File: src/design/sfl_pkg.sv
// Shared constants, timings and carrier types of the serial flash link block.
package sfl_pkg;

    // =====================================================================
    // Clock and timing
    // =====================================================================
    localparam int  CLK_MHZ     = 50;
    localparam int  TMR_W       = 28;
    localparam int  T_CSB_NS    = 100;
    localparam int  T_WP_NS     = 1000;
    localparam int  T_EDPD_US   = 3;
    localparam int  T_RDPD_US   = 35;
    localparam int  T_XFR_US    = 300;
    localparam int  T_COMP_US   = 300;
    localparam int  T_EP_MS     = 17;
    localparam int  T_P_MS      = 3;
    localparam int  T_PE_MS     = 15;
    localparam int  T_BE_MS     = 45;
    localparam real T_SE_S      = 1.6;
    // Times convert to whole cycles; program and erase use the typical times.
    localparam int  CYC_CSB     = T_CSB_NS * CLK_MHZ / 1000;
    localparam int  CYC_WP      = T_WP_NS * CLK_MHZ / 1000;
    localparam int  CYC_EDPD    = T_EDPD_US * CLK_MHZ;
    localparam int  CYC_RDPD    = T_RDPD_US * CLK_MHZ;
    localparam int  CYC_XFR     = T_XFR_US * CLK_MHZ;
    localparam int  CYC_COMP    = T_COMP_US * CLK_MHZ;
    localparam int  CYC_EP      = T_EP_MS * CLK_MHZ * 1000;
    localparam int  CYC_P       = T_P_MS * CLK_MHZ * 1000;
    localparam int  CYC_PE      = T_PE_MS * CLK_MHZ * 1000;
    localparam int  CYC_BE      = T_BE_MS * CLK_MHZ * 1000;
    localparam int  CYC_SE      = int'(T_SE_S * 1000.0) * CLK_MHZ * 1000;

    typedef logic [TMR_W-1:0] sfl_cnt_t;

    // =====================================================================
    // Command codes and status byte layout
    // =====================================================================
    localparam logic [7:0] OP_XFR    = 8'h01;
    localparam logic [7:0] OP_COMP   = 8'h02;
    localparam logic [7:0] OP_EP     = 8'h03;
    localparam logic [7:0] OP_PROG   = 8'h04;
    localparam logic [7:0] OP_PERASE = 8'h05;
    localparam logic [7:0] OP_BERASE = 8'h06;
    localparam logic [7:0] OP_SERASE = 8'h07;
    localparam logic [7:0] OP_DPD    = 8'h08;
    localparam logic [7:0] OP_RESUME = 8'h09;
    localparam logic [7:0] OP_STATUS = 8'h0a;
    localparam int         ST_RDY    = 7;
    localparam int         ST_DPD    = 6;
    localparam int         ST_WP     = 5;
    localparam int         ST_MODE3  = 4;
    localparam logic [3:0] BYTE_BITS = 4'h8;

    // =====================================================================
    // Types
    // =====================================================================
    typedef struct packed {
        logic cs_n;
        logic sck;
        logic si;
        logic wp_n;
        logic rst_n;
    } sfl_pins_s;

    localparam sfl_pins_s PINS_IDLE = '{cs_n: 1'b1, sck: 1'b1, si: 1'b0,
                                        wp_n: 1'b1, rst_n: 1'b1};

    typedef enum logic [2:0] {
        ST_IDLE     = 3'h0,
        ST_BUSY     = 3'h1,
        ST_PD_ENTRY = 3'h2,
        ST_PD       = 3'h3,
        ST_PD_EXIT  = 3'h4
    } sfl_state_e;

endpackage

File: src/design/sfl_flash_link.sv
// Serial flash link: pin sampling, command capture, status output and busy timing.
//
// Overview of operation
// - Data is captured on rising serial clock edges and launched on falling edges.
// - Each opcode bit launched on a clock fall is captured on the next rise.
// - Mode 0 and mode 3 work up to 66 MHz, output valid in clock low; here the serial clock is sampled at 50 MHz, so it must run far slower.
// - General fast timing holds up to 66 MHz without low-phase output constraint; here output always launches on the clock fall, far below 66 MHz.
// - Ready/busy goes low within 100 ns of chip select rising on a timed command.
// - Deep power-down is entered within 3 us after its command ends.
// - Resume returns the device to standby within 35 us.
// - Page to buffer transfer ends busy within 300 us.
// - Page to buffer compare ends busy within 300 us.
// - Erase and program takes typically 17 ms, at most 40 ms.
// - Program without erase takes typically 3 ms, at most 6 ms.
// - Page erase takes typically 15 ms, at most 35 ms.
// - Eight-page block erase takes typically 45 ms, at most 100 ms.
// - Sector erase takes typically 1.6 s, at most 5 s.
// - Write protection follows the protect pin within 1 us both ways.
// - Each chip select fall picks mode 0 or 3 from the idle clock level.
// - After reset: mode 3, output off, and a chip select held low at release is taken as a new fall.
`timescale 1ns/1ns
`default_nettype none
module sfl_flash_link #(
    parameter int P_XFR_CYC  = sfl_pkg::CYC_XFR,
    parameter int P_COMP_CYC = sfl_pkg::CYC_COMP,
    parameter int P_EP_CYC   = sfl_pkg::CYC_EP,
    parameter int P_P_CYC    = sfl_pkg::CYC_P,
    parameter int P_PE_CYC   = sfl_pkg::CYC_PE,
    parameter int P_BE_CYC   = sfl_pkg::CYC_BE,
    parameter int P_SE_CYC   = sfl_pkg::CYC_SE,
    parameter int P_EDPD_CYC = sfl_pkg::CYC_EDPD,
    parameter int P_RDPD_CYC = sfl_pkg::CYC_RDPD
) (
    input  wire logic mclk,
    input  wire logic rst,
    input  wire logic ce,
    input  wire logic cs_n,
    input  wire logic sck,
    input  wire logic si,
    input  wire logic wp_n,
    input  wire logic reset_n,
    output var  logic so,
    output var  logic so_oe,
    output var  logic rdy_busy,
    output var  logic wp_active,
    output var  logic deep_pd,
    output var  logic mode3
);
    // =====================================================================
    // Pin sampling and edge detection
    // =====================================================================
    sfl_pkg::sfl_pins_s pins_raw;
    sfl_pkg::sfl_pins_s pins;
    logic               sck_q;
    logic               cs_q;
    logic               dev_rst;
    logic               sck_rise;
    logic               sck_fall;
    logic               cs_fall;
    logic               cs_rise;

    assign pins_raw = '{cs_n: cs_n, sck: sck, si: si, wp_n: wp_n, rst_n: reset_n};

    sfl_sync #(
        .W       ($bits(sfl_pkg::sfl_pins_s)),
        .RST_VAL (sfl_pkg::PINS_IDLE)
    ) u_sync (
        .mclk (mclk),
        .rst  (rst),
        .ce   (ce),
        .d    (pins_raw),
        .q    (pins)
    );

    // The reset pin acts like the system reset once synchronised.
    assign dev_rst = rst | ~pins.rst_n;

    always_ff @(posedge mclk) begin
        if (dev_rst) begin
            sck_q <= 1'b1;
            cs_q  <= 1'b1;
        end else if (ce) begin
            sck_q <= pins.sck;
            cs_q  <= pins.cs_n;
        end
    end

    assign sck_rise = ce & pins.sck & ~sck_q;
    assign sck_fall = ce & ~pins.sck & sck_q;
    assign cs_fall  = ce & cs_q & ~pins.cs_n;
    assign cs_rise  = ce & ~cs_q & pins.cs_n;

    // =====================================================================
    // Selection, mode pick and command capture
    // =====================================================================
    logic       sel;
    logic [3:0] bit_cnt;
    logic [7:0] shreg;
    logic       op_done;

    assign op_done = (bit_cnt == sfl_pkg::BYTE_BITS);

    // A chip select already low at reset release counts as a fall and selects the device.
    always_ff @(posedge mclk) begin
        if (dev_rst) begin
            sel   <= 1'b0;
            mode3 <= 1'b1;
        end else if (cs_fall) begin
            sel   <= 1'b1;
            mode3 <= pins.sck;
        end else if (cs_rise) begin
            sel   <= 1'b0;
        end
    end

    // Only the opcode byte is kept; later bits are ignored once the count reaches eight.
    always_ff @(posedge mclk) begin
        if (dev_rst) begin
            bit_cnt <= '0;
            shreg   <= '0;
        end else if (cs_fall) begin
            bit_cnt <= '0;
        end else if (sel && sck_rise && !op_done) begin
            shreg   <= {shreg[6:0], pins.si};
            bit_cnt <= bit_cnt + 4'h1;
        end
    end

    // =====================================================================
    // Status byte output
    // =====================================================================
    sfl_pkg::sfl_state_e state;
    logic [7:0]          status;
    logic [7:0]          out_sh;
    logic                talk;

    always_comb begin
        status                    = '0;
        status[sfl_pkg::ST_RDY]   = rdy_busy;
        status[sfl_pkg::ST_DPD]   = deep_pd;
        status[sfl_pkg::ST_WP]    = wp_active;
        status[sfl_pkg::ST_MODE3] = mode3;
    end

    assign talk = sel && op_done && (shreg == sfl_pkg::OP_STATUS) && !deep_pd;

    // The status byte repeats for as long as the host keeps clocking.
    always_ff @(posedge mclk) begin
        if (dev_rst) begin
            so     <= 1'b0;
            so_oe  <= 1'b0;
            out_sh <= '0;
        end else if (cs_rise) begin
            so_oe  <= 1'b0;
        end else if (sel && sck_rise && bit_cnt == 4'h7) begin
            out_sh <= status;
        end else if (talk && sck_fall) begin
            so     <= out_sh[7];
            so_oe  <= 1'b1;
            out_sh <= {out_sh[6:0], out_sh[7]};
        end
    end

    // =====================================================================
    // Write protect
    // =====================================================================
    always_ff @(posedge mclk) begin
        if (dev_rst) begin
            wp_active <= 1'b0;
        end else if (ce) begin
            wp_active <= ~pins.wp_n;
        end
    end

    // =====================================================================
    // Operation sequencing
    // =====================================================================
    logic              cmd_end;
    logic              is_timed;
    logic              is_write;
    sfl_pkg::sfl_cnt_t next_load_val;
    logic              next_load;
    logic              tmr_done;
    logic              tmr_running;
    logic [7:0]        busy_op;

    assign cmd_end = cs_rise && sel && op_done;

    always_comb begin
        is_timed      = 1'b1;
        is_write      = 1'b1;
        next_load_val = '0;
        unique case (shreg)
            sfl_pkg::OP_XFR: begin
                is_write      = 1'b0;
                next_load_val = sfl_pkg::sfl_cnt_t'(P_XFR_CYC);
            end
            sfl_pkg::OP_COMP: begin
                is_write      = 1'b0;
                next_load_val = sfl_pkg::sfl_cnt_t'(P_COMP_CYC);
            end
            sfl_pkg::OP_EP:     next_load_val = sfl_pkg::sfl_cnt_t'(P_EP_CYC);
            sfl_pkg::OP_PROG:   next_load_val = sfl_pkg::sfl_cnt_t'(P_P_CYC);
            sfl_pkg::OP_PERASE: next_load_val = sfl_pkg::sfl_cnt_t'(P_PE_CYC);
            sfl_pkg::OP_BERASE: next_load_val = sfl_pkg::sfl_cnt_t'(P_BE_CYC);
            sfl_pkg::OP_SERASE: next_load_val = sfl_pkg::sfl_cnt_t'(P_SE_CYC);
            sfl_pkg::OP_DPD: begin
                is_timed      = 1'b0;
                is_write      = 1'b0;
                next_load_val = sfl_pkg::sfl_cnt_t'(P_EDPD_CYC);
            end
            sfl_pkg::OP_RESUME: begin
                is_timed      = 1'b0;
                is_write      = 1'b0;
                next_load_val = sfl_pkg::sfl_cnt_t'(P_RDPD_CYC);
            end
            default: begin
                is_timed = 1'b0;
                is_write = 1'b0;
            end
        endcase
    end

    // Program and erase commands are dropped while protection holds.
    always_comb begin
        next_load = 1'b0;
        if (cmd_end) begin
            if (state == sfl_pkg::ST_IDLE) begin
                next_load = (is_timed && !(is_write && wp_active))
                            || shreg == sfl_pkg::OP_DPD;
            end else if (state == sfl_pkg::ST_PD) begin
                next_load = (shreg == sfl_pkg::OP_RESUME);
            end
        end
    end

    sfl_timer #(
        .W (sfl_pkg::TMR_W)
    ) u_timer (
        .mclk     (mclk),
        .rst      (dev_rst),
        .ce       (ce),
        .load     (next_load),
        .load_val (next_load_val),
        .running  (tmr_running),
        .done     (tmr_done)
    );

    always_ff @(posedge mclk) begin
        if (dev_rst) begin
            state    <= sfl_pkg::ST_IDLE;
            rdy_busy <= 1'b1;
            deep_pd  <= 1'b0;
            busy_op  <= '0;
        end else if (ce) begin
            unique case (state)
                sfl_pkg::ST_IDLE: begin
                    if (next_load && is_timed) begin
                        state    <= sfl_pkg::ST_BUSY;
                        rdy_busy <= 1'b0;
                        busy_op  <= shreg;
                    end else if (next_load) begin
                        state    <= sfl_pkg::ST_PD_ENTRY;
                    end
                end
                sfl_pkg::ST_BUSY: begin
                    if (tmr_done) begin
                        state    <= sfl_pkg::ST_IDLE;
                        rdy_busy <= 1'b1;
                    end
                end
                sfl_pkg::ST_PD_ENTRY: begin
                    if (tmr_done) begin
                        state   <= sfl_pkg::ST_PD;
                        deep_pd <= 1'b1;
                    end
                end
                sfl_pkg::ST_PD: begin
                    if (next_load) begin
                        state <= sfl_pkg::ST_PD_EXIT;
                    end
                end
                sfl_pkg::ST_PD_EXIT: begin
                    if (tmr_done) begin
                        state   <= sfl_pkg::ST_IDLE;
                        deep_pd <= 1'b0;
                    end
                end
                default: begin
                    state    <= sfl_pkg::ST_IDLE;
                    rdy_busy <= 1'b1;
                    deep_pd  <= 1'b0;
                end
            endcase
        end
    end

    // =====================================================================
    // Checks
    // =====================================================================
    sfl_pkg::sfl_cnt_t busy_cnt;
    sfl_pkg::sfl_cnt_t exit_cnt;

    always_ff @(posedge mclk) begin
        if (dev_rst) begin
            busy_cnt <= '0;
            exit_cnt <= '0;
        end else if (ce) begin
            busy_cnt <= rdy_busy ? '0 : busy_cnt + 1'b1;
            exit_cnt <= (state == sfl_pkg::ST_PD_EXIT) ? exit_cnt + 1'b1 : '0;
        end
    end
endmodule
`default_nettype wire

File: src/design/sfl_sync.sv
// Two-flip-flop synchroniser for the pin inputs of the serial flash link.
`timescale 1ns/1ns
`default_nettype none
module sfl_sync #(
    parameter int               W       = 1,
    parameter logic [W-1:0]     RST_VAL = '0
) (
    input  wire logic           mclk,
    input  wire logic           rst,
    input  wire logic           ce,
    input  wire logic [W-1:0]   d,
    output var  logic [W-1:0]   q
);
    logic [W-1:0] meta;

    always_ff @(posedge mclk) begin
        if (rst) begin
            meta <= RST_VAL;
            q    <= RST_VAL;
        end else if (ce) begin
            meta <= d;
            q    <= meta;
        end
    end
endmodule
`default_nettype wire

File: src/design/sfl_timer.sv
// Loadable down-counter that times the self-timed and power-mode operations.
`timescale 1ns/1ns
`default_nettype none
module sfl_timer #(
    parameter int               W = 28
) (
    input  wire logic           mclk,
    input  wire logic           rst,
    input  wire logic           ce,
    input  wire logic           load,
    input  wire logic [W-1:0]   load_val,
    output var  logic           running,
    output var  logic           done
);
    logic [W-1:0] cnt;

    always_ff @(posedge mclk) begin
        if (rst) begin
            cnt     <= '0;
            running <= 1'b0;
            done    <= 1'b0;
        end else if (ce) begin
            done <= 1'b0;
            if (load) begin
                cnt     <= load_val;
                running <= 1'b1;
            end else if (running) begin
                if (cnt <= W'(1)) begin
                    running <= 1'b0;
                    done    <= 1'b1;
                end else begin
                    cnt <= cnt - W'(1);
                end
            end
        end
    end
endmodule
`default_nettype wire

File: config.mk
export PLATFORM = sky130hd
export DESIGN_NAME = sfl_flash_link
export DESIGN_NICKNAME = d
export VERILOG_FILES = /design/src/design/sfl_pkg.sv /design/src/design/sfl_flash_link.sv /design/src/design/sfl_sync.sv /design/src/design/sfl_timer.sv
export SDC_FILE = /design/constraint.sdc
export NUM_CORES = 1
export LEC_CHECK = 0
export ABC_AREA = 1
export BUFFER_PORTS_ARGS = -buffer_cell sky130_fd_sc_hd__buf_2
export CORE_UTILIZATION = 30
export CTS_BUF_LIST = sky130_fd_sc_hd__clkbuf_8
export DETAILED_ROUTE_END_ITERATION = 16
export GPL_ROUTABILITY_DRIVEN = 0
export PLACE_DENSITY_LB_ADDON = 0.05
export SLEW_MARGIN = 20
export SYNTH_ARGS = -nofsm -noshare
export SYNTH_HDL_FRONTEND = slang
export SYNTH_SLANG_ARGS = --single-unit
File: constraint.sdc
create_clock -name mclk -period 3.26 [get_ports mclk]
set_clock_uncertainty 0.2 [all_clocks]
set_input_delay 0.978 -clock mclk [delete_from_list [all_inputs] [get_ports mclk]]
set_output_delay 0.978 -clock mclk [all_outputs]
set_load 0.01 [all_outputs]
Word-level counts from Yosys, hierarchy flattened
Index checks and enable logic that the tools add are counted.

cells by class
  add/sub/neg operators = 2
  multiply operators = 0
  divide/modulo/power cells = 0
  magnitude comparators = 1
  equality and inequality tests = 24
  shift-type cells = 0
  muxes and demuxes = 30
  bitwise gates (word level) = 20
  reductions and logical operators = 36

operators with widths
  operator                 number
  $pmux W27 S8             1
  $mux W28                 3
  $eq A8 B3 Y1 const B     4
  $le A28 B1 Y1 const B    1
  $sub A28 B1 Y28 const B  1
  $eq A8 B4 Y1 const B     3
  $eq A8 B2 Y1 const B     2
  $mux W1                  16
  $mux W8                  2
  $mux W3                  5
  $logic_and A1 B1 Y1      12
  $pmux W3 S4              1
  $not A1 Y1               11
  $ne A2 B1 Y1 const B     5
  $and A1 B1 Y1            8
  $eq A8 B1 Y1 const B     1
  $reduce_and A4 Y1        2
  $reduce_or A2 Y1         4
  $reduce_or A7 Y1         1
  $eq A3 B2 Y1 const B     2
  $pmux W1 S3              2
  $reduce_and A2 Y1        3
  $reduce_and A3 Y1        2
  $reduce_bool A2 Y1       3
  other kinds (14)         18

storage, ports and cells
  bits in registers = 72
  latch bits = 0
  bits in writable memories = 0
  ROM bits = 0
  bits of input ports = 8
  logic and storage cells = 131
  memories kept = 0

Depth between registers and ports, before layout
Gate-level depths: netlist of run 1.

  word-level depth = 12
  mapped depth = 16
  mapped depth without buffers = 15

Hierarchy
From an unflattened synthesis of run 1, not the netlist that was laid out.

second synthesis, totals
  cells, all modules = 694
  area, all modules = 4405.5 um^2

by module, submodules not included
  module          times used  cells each  area each (um^2)  seq. area each (um^2)
  sfl_timer       1           390         2323.5            600.6
  sfl_flash_link  1           257         1725.4            640.6
  sfl_sync        1           47          356.6             200.2

Least setup slack after synthesis of run 1
Ideal clock, no wire load.

  path kind = in2reg
  from = input ce
  to = register shreg[2]
  library setup time = 0.128 ns
  arrival time = 2.182 ns
  slack = 0.750 ns
  stages = 9
  buffers on the path = 2
  cells stage by stage = buf_2 -> nand2_1 -> nor3_2 -> nand2_1 -> inv_1 -> nand2_1 -> clkbuf_1 -> o21ai_0 -> a21oi_1

between the ends
  word-level cells in the longest chain between the ends = 5
  elaborated cells between the ends (all ways) = 8
  those cells by class = 5 x bitwise; 3 x reduce/logical

RTL lines
  item                              line                   RTL
  start: declaration                sfl_flash_link.sv:36   input wire logic ce,
  $and A1 B1 Y1 (2 in a row)        sfl_flash_link.sv:88   assign sck_rise = ce & pins.sck & ~sck_q;
  $logic_and A1 B1 Y1 (2 in a row)  sfl_flash_link.sv:123  end else if (sel && sck_rise && !op_done) begin
  $reduce_and A2 Y1 (no line) (*)   --
  end signal: assignment            sfl_flash_link.sv:124  shreg <= {shreg[6:0], pins.si};
  end: declaration                  sfl_flash_link.sv:98   logic [7:0] shreg;

Every way passes the cells marked *; elsewhere a longest branch is shown, timed or not.
A chain may end at the register's enable or synchronous reset.

Final worst setup path of run 1
  from = register shreg[1]
  to = register u_timer.cnt[8]

between the ends
  word-level cells in the longest chain between the ends = 11
  elaborated cells between the ends (all ways) = 26
  those cells by class = 10 x eq/ne; 7 x mux; 9 x reduce/logical

RTL lines
  item                                                                 line                   RTL
  $eq A8 B3 Y1 / $eq A8 B2 Y1 (equally long branches)                  sfl_flash_link.sv:193  unique case (shreg)
  $reduce_or A5 Y1 (no line)                                           --
  $mux W1                                                              sfl_flash_link.sv:193
  $logic_and A1 B1 Y1                                                  sfl_flash_link.sv:229  next_load = (is_timed && !(is_write && wp_active))
  $logic_not A1 Y1                                                     sfl_flash_link.sv:229
  $logic_and A1 B1 Y1                                                  sfl_flash_link.sv:229
  $logic_or A1 B1 Y1                                                   sfl_flash_link.sv:230  || shreg == sfl_pkg::OP_DPD;
  $mux W1                                                              sfl_flash_link.sv:228  if (state == sfl_pkg::ST_IDLE) begin
  $mux W1                                                              sfl_flash_link.sv:227  if (cmd_end) begin
  $ne A2 B2 Y1 (no line) / $reduce_bool A2 Y1 (equally long branches)  --
  $reduce_and A3 Y1 (no line)                                          --
  end signal: assignment                                               sfl_timer.sv:25        cnt <= load_val;
  end signal: assignment                                               sfl_timer.sv:32        cnt <= cnt - W'(1);
  end: declaration                                                     sfl_timer.sv:15        logic [W-1:0] cnt;

Parallel ways exist; a longest one is shown, timed or not.

==> results of run 1 <==
## where the power goes
group	total, mW	internal, mW	switching (mW)
registers	0.899	0.891	0.00841
clock network	0.658	0.308	0.349
logic	0.0739	0.0239	0.0500
total	1.63	1.22	0.408
## Yosys cell counts, types with 7 or more instances
cell	n	area (um^2)
nand2_1	125	469
nand3_1	38	190
nor2_1	88	330
clkbuf_1	7	26.3
inv_1	57	214
nor4_1	7	43.8
o21ai_0	50	250
a21oi_1	35	175
xor2_1	15	131
nand4_1	14	87.6
dfxtp_1	72	1440
nor3_1	10	50.1
## worst reg2reg max path, stage by stage, from the launching register on
cell and delay (ns):
dfxtp_1 0.52, nand2_1 0.18, nor2_1 0.16, o21ai_1 0.09, nand3_1 0.09, nand2_1 0.06
nand2_2 0.08, nand2_4 0.08, nand2_4 0.21, nand2_4 0.18, buf_4 0.22, o21ai_0 0.15
inv_1 0.05, nand2_1 0.05, inv_1 0.03
## final timing paths
path / from / to / slack [ns] / cells after the start
setup / recovery: shreg[1] / u_timer.cnt[8] / 0.79 / 14
hold / removal: u_sync.q[1] / wp_active / 0.25 / 1
setup reg to reg: shreg[1] / u_timer.cnt[8] / 0.79 / 14
hold reg to reg: u_sync.q[1] / wp_active / 0.25 / 1
## sequential cells by signal, indices dropped and copies added, names as in the netlist, 3 cells and up
signal	count
bit_cnt	4
state	3
u_sync.q	5
u_sync.meta	5
shreg	8
out_sh	8
u_timer.cnt	28
## kinds of logic (layout without fill, tap and decap cells)
logic type / after synthesis / count (layout) / synth area share [%]
and+or+nand+nor: 303 / 303 / 34.6
AOI/OAI and AO/OA: 106 / 106 / 14.7
buffers and inverters: 79 / 99 / 8.34
DFF: 72 / 72 / 36.7
xor gates and xnor gates: 20 / 20 / 4.46
adders and majority gates: 4 / 4 / 1.27
## metal layers
layer	track usage, %	up-vias	part of all wire [%]
met2	28.4	50	48
met4	6.92	0	2.3
li1	-	1946	-
met3	3.74	13	2.8
met5	0	-	0
met1	21.4	1652	47
## layout make-up
| cell class | count | area (um^2) | area share (%) |
|---|---|---|---|
| timing repair buffer | 22 | 133 | 3.05 |
| tap | 172 | 215 | 4.94 |
| multi-input combinational | 433 | 2160 | 49.6 |
| sequential | 72 | 1440 | 33.1 |
| clock buffer | 11 | 151 | 3.48 |
| clock inverter | 4 | 21.3 | 0.489 |
| inverter | 62 | 233 | 5.34 |
## through the flow
step	utilization, %	hold WS, ns	std cells
2_1_floorplan	-	0.210	584
3_3_place_gp	33.0	0.231	761
3_5_place_dp	33.0	0.234	761
4_1_cts	34.4	0.252	776
5_1_grt	34.4	0.286	776
6_report	34.4	0.249	776
==> impl_metrics.csv, run 1 <==
group,metric,value,unit
status,status,"complete, no violations",
worst_setup_path,arrival,2.55,ns
clock_network,clk_latency,0.37,ns
grt,grt_usage,17.1,%
grt,grt_max_degree,37,
clock_network,post_cts_buffers,0,
worst_setup_path,crit_type,"reg -> reg",
clock_network,hold_buffers,0,
worst_setup_path,critical_path.cell_chain,"nand2_1 > nor2_1 > o21ai_1 > nand3_1 > nand2_1 > nand2_2 > nand2_4 > nand2_4 > nand2_4 > buf_4 > o21ai_0 > inv_1 > nand2_1 > inv_1",
yosys,ys_ff_latch,72,
worst_setup_path,critical-path-slowest-cell,"dfxtp_1",
timing,setup_viol_count_final,0,
clock_network,htree_levels,3,
clock_network,cts_made_buffers,9,
worst_setup_path,cp_num_buf_inv,3,
clock_network,cts_tree,"yes",
floorplan,io_pins,14,
yosys,synth_warnings,0,
placement,placed_area,0.00418,mm^2
finish,diodes,0,
grt,grt.overflow.total,0,
yosys,synth-edff-count,0,
clock_network,clk_path_buf_depth,2,
min_path,hold_path.class,"reg -> reg",
finish,nNetsFinal,612,
timing,finalCriticalPeriod,2.47,ns
clock_network,cts_resized,0,
floorplan,die_area,0.0136,mm^2
finish,mostFrequentLayoutCells,"nand2_1, nor2_1, dfxtp_1",
yosys,avgSynthCellArea,6.73,um^2
grt,grt_pass1_wl,17600,um
timing,min_period_over_period,75.8,%
routing,drt_iter0_drc,185,
placement,dp_hpwl,7700,um
timing,layout_setup_ws,0.790,ns
worst_setup_path,crit_family,"simple AND/OR/NAND/NOR gates",
power_and_ir_drop,ir_drop,0.283,mV
placement,dp_slack,0.475,ns
yosys,seq_area_frac_synth,36.7,%
routing,wirelength,10500,um
power_and_ir_drop,p_leak,2.00,nW
floorplan,core-area,0.0127,mm^2
power_and_ir_drop,pwr_density_cell,375,mW/mm^2
timing,slew_headroom,62.5,%
floorplan,initial_core_util,31.0,%
routing,drt_first_pass_iters,5,
floorplan,fp.dieW,116,um
yosys,synth_cell_types,39,
timing,rsz0062_at_grt,"false",
finish,fillers,1414,
routing,ant_nets,0,
finish,syn_to_final_growth,10.8,%
yosys,synth_fp_nets,596,
run,drv_cap,0,
floorplan,placementRows,41,
worst_setup_path,worstPathMaxFanout,19,
clock_network,cts.clk_slew.worst_paths,0.08,ns
yosys,ys.flop_type,"dfxtp_1",
timing,drv_slew,0,
worst_setup_path,critPathLaunchType,"flop",
routing,via_per_inst,4.72,
finish,fin_area,0.00435,mm^2
floorplan,die_h,116,um
clock_network,cts_num_sinks,72,
worst_setup_path,cp.required,3.34,ns
clock_network,root_buffer,"clkbuf_8",
yosys,postSynth.asyncResetShare,0,%
worst_setup_path,end_kind,"flop",
grt,grt_pass1_vias,3523,
grt,antenna_found_initial,0,
placement,io_buffer_count,13,
routing,wl_per_cell,13.5,um
finish,final_common_cell,"nand2_1",
finish,drive_gt1_share,10.1,%
routing,vias,3661,
power_and_ir_drop,total_power,1.63,mW
routing,drcViolationCount,0,
worst_setup_path,cpPeakStageDelay,0.52,ns
timing,worst_pin_slew,0.558,ns
yosys,netlist_instances,584,
yosys,syn_area,0.00393,mm^2
timing,tns,0,ns
timing,max_freq,0.405,GHz
timing,finalHoldViolCount,0,
(Power assumes the default switching activity.)
==> inputs of run 2 (changes only) <==
==> constraint.sdc (replaced) <==
create_clock -name mclk -period 2.4 [get_ports mclk]
set_clock_uncertainty 0.2 [all_clocks]
set_input_delay 0.72 -clock mclk [delete_from_list [all_inputs] [get_ports mclk]]
set_output_delay 0.72 -clock mclk [all_outputs]
set_load 0.01 [all_outputs]
==> impl_metrics.csv, run 2 (synthesis gave the netlist of run 1 again) <==
group,metric,value,unit
grt,grt_pass1_vias,3712,
routing,drcViolationCount,0,
timing,finalHoldViolCount,0,
grt,grt_max_degree,37,
clock_network,hold_buffers,0,
floorplan,die_area,0.0136,mm^2
finish,diodes,0,
floorplan,io_pins,14,
clock_network,clk_latency,0.37,ns
finish,syn_to_final_growth,19.1,%
worst_setup_path,cp.required,2.46,ns
finish,top_regs,"u_timer.cnt x28, out_sh x8, shreg x8",
timing,worst_pin_slew,0.639,ns
clock_network,cts_resized,0,
min_path,hold_start,"u_sync.q[1]",
finish,top_register,"u_timer.cnt",
min_path,hold_path.class,"reg -> reg",
finish,largest_register_ffs,28,
status,status,"complete, no violations",
worst_setup_path,crit_type,"reg -> reg",
routing,wl_per_cell,13.9,um
placement,dp_hpwl,8550,um
clock_network,cts_tree,"yes",
finish,drive_gt1_share,16.8,%
clock_network,clk_path_buf_depth,2,
placement,dp_slack,-0.0237,ns
clock_network,root_buffer,"clkbuf_8",
timing,slew_headroom,57.0,%
clock_network,cts_made_buffers,9,
worst_setup_path,r2r-start,"shreg[6]",
worst_setup_path,arrival,2.30,ns
finish,fillers,1426,
floorplan,fp.dieW,116,um
clock_network,cts.clk_slew.worst_paths,0.08,ns
worst_setup_path,crit_path_start,"shreg[6]",
floorplan,die_h,116,um
finish,final_common_cell,"nand2_1",
finish,mostFrequentLayoutCells,"nand2_1, nor2_1, dfxtp_1",
clock_network,post_cts_buffers,0,
grt,grt.overflow.total,0,
worst_setup_path,critPathLaunchType,"flop",
routing,drt_first_pass_iters,4,
worst_setup_path,worstPathMaxFanout,14,
grt,grt_usage,18.3,%
worst_setup_path,end_kind,"flop",
power_and_ir_drop,ir_drop,0.287,mV
clock_network,cts_num_sinks,72,
timing,setup_viol_count_final,0,
floorplan,placementRows,41,
clock_network,htree_levels,3,
finish,nNetsFinal,644,
placement,io_buffer_count,13,
run,drv_cap,0,
power_and_ir_drop,pwr_density_cell,475,mW/mm^2
grt,grt_pass1_wl,18600,um
power_and_ir_drop,p_leak,2.17,nW
routing,wirelength,11300,um
floorplan,initial_core_util,31.0,%
routing,via_per_inst,4.78,
timing,max_freq,0.446,GHz
finish,fin_util,36.9,%
timing,finalCriticalPeriod,2.24,ns
timing,tns,0,ns
grt,antenna_found_initial,0,
timing,min_period_over_period,93.5,%
timing,drv_slew,0,
floorplan,core-area,0.0127,mm^2
timing,layout_setup_ws,0.157,ns
timing,rsz0062_at_grt,"false",
routing,ant_nets,0,
routing,drt_iter0_drc,178,
routing,vias,3869,
-- run 2: final timing paths --
path | to | slack [ns] | cells past startpoint
setup reg to reg | u_timer.cnt[6] | 0.16 | 13
hold / removal | wp_active | 0.24 | 1
hold reg to reg | wp_active | 0.24 | 1
setup / recovery | u_timer.cnt[6] | 0.16 | 13
-- run 2: stage by stage --
step	cells	total power [mW]	hold slack (ns)	instance area (um^2)
3_3_place_gp	793	1.36	0.221	4470
4_1_cts	809	2.26	0.240	4640
2_1_floorplan	584	1.31	0.210	3930
3_5_place_dp	793	1.36	0.227	4470
5_1_grt	809	2.32	0.260	4680
6_report	809	2.22	0.237	4680
-- run 2: per-layer routing --
layer	share of wire [%]	wire, um	vias up	GRT usage, %
li1	-	-	2011	-
met1	48	5410	1784	22.9
met2	47	5280	52	30.1
met3	2.8	316	22	3.68
met4	2.3	255	0	8.55
met5	0	0	-	0
-- run 2: layout make-up --
class	instances	area [um^2]	area share [%]
timing repair buffer	54	423	9.04
clock inverter	6	35.0	0.748
multi-input combinational	433	2190	46.9
tap	172	215	4.60
inverter	62	233	4.97
sequential	72	1440	30.8
clock buffer	10	138	2.94
-- run 2: report_power, final --
| part | internal [mW] | switching [mW] | leakage (nW) | total [mW] |
|---|---|---|---|---|
| sequential | 1.21 | 0.0118 | 0.584 | 1.22 |
| combinational | 0.0410 | 0.0718 | 1.50 | 0.113 |
| clock | 0.395 | 0.492 | 0.0878 | 0.888 |
| total | 1.65 | 0.576 | 2.17 | 2.22 |
-- run 2: worst max-delay path, cell delays in order (launching register included) --
cell and delay, ns:
dfxtp_1 0.33, nor2_1 0.16, nand2_4 0.12, inv_1 0.14
o21ai_1 0.11, nand3_1 0.10, nand2_1 0.06, nand2_2 0.08
nand2_4 0.05, buf_4 0.16, nand2_4 0.13, inv_1 0.10
o21ai_0 0.28, a21oi_1 0.11
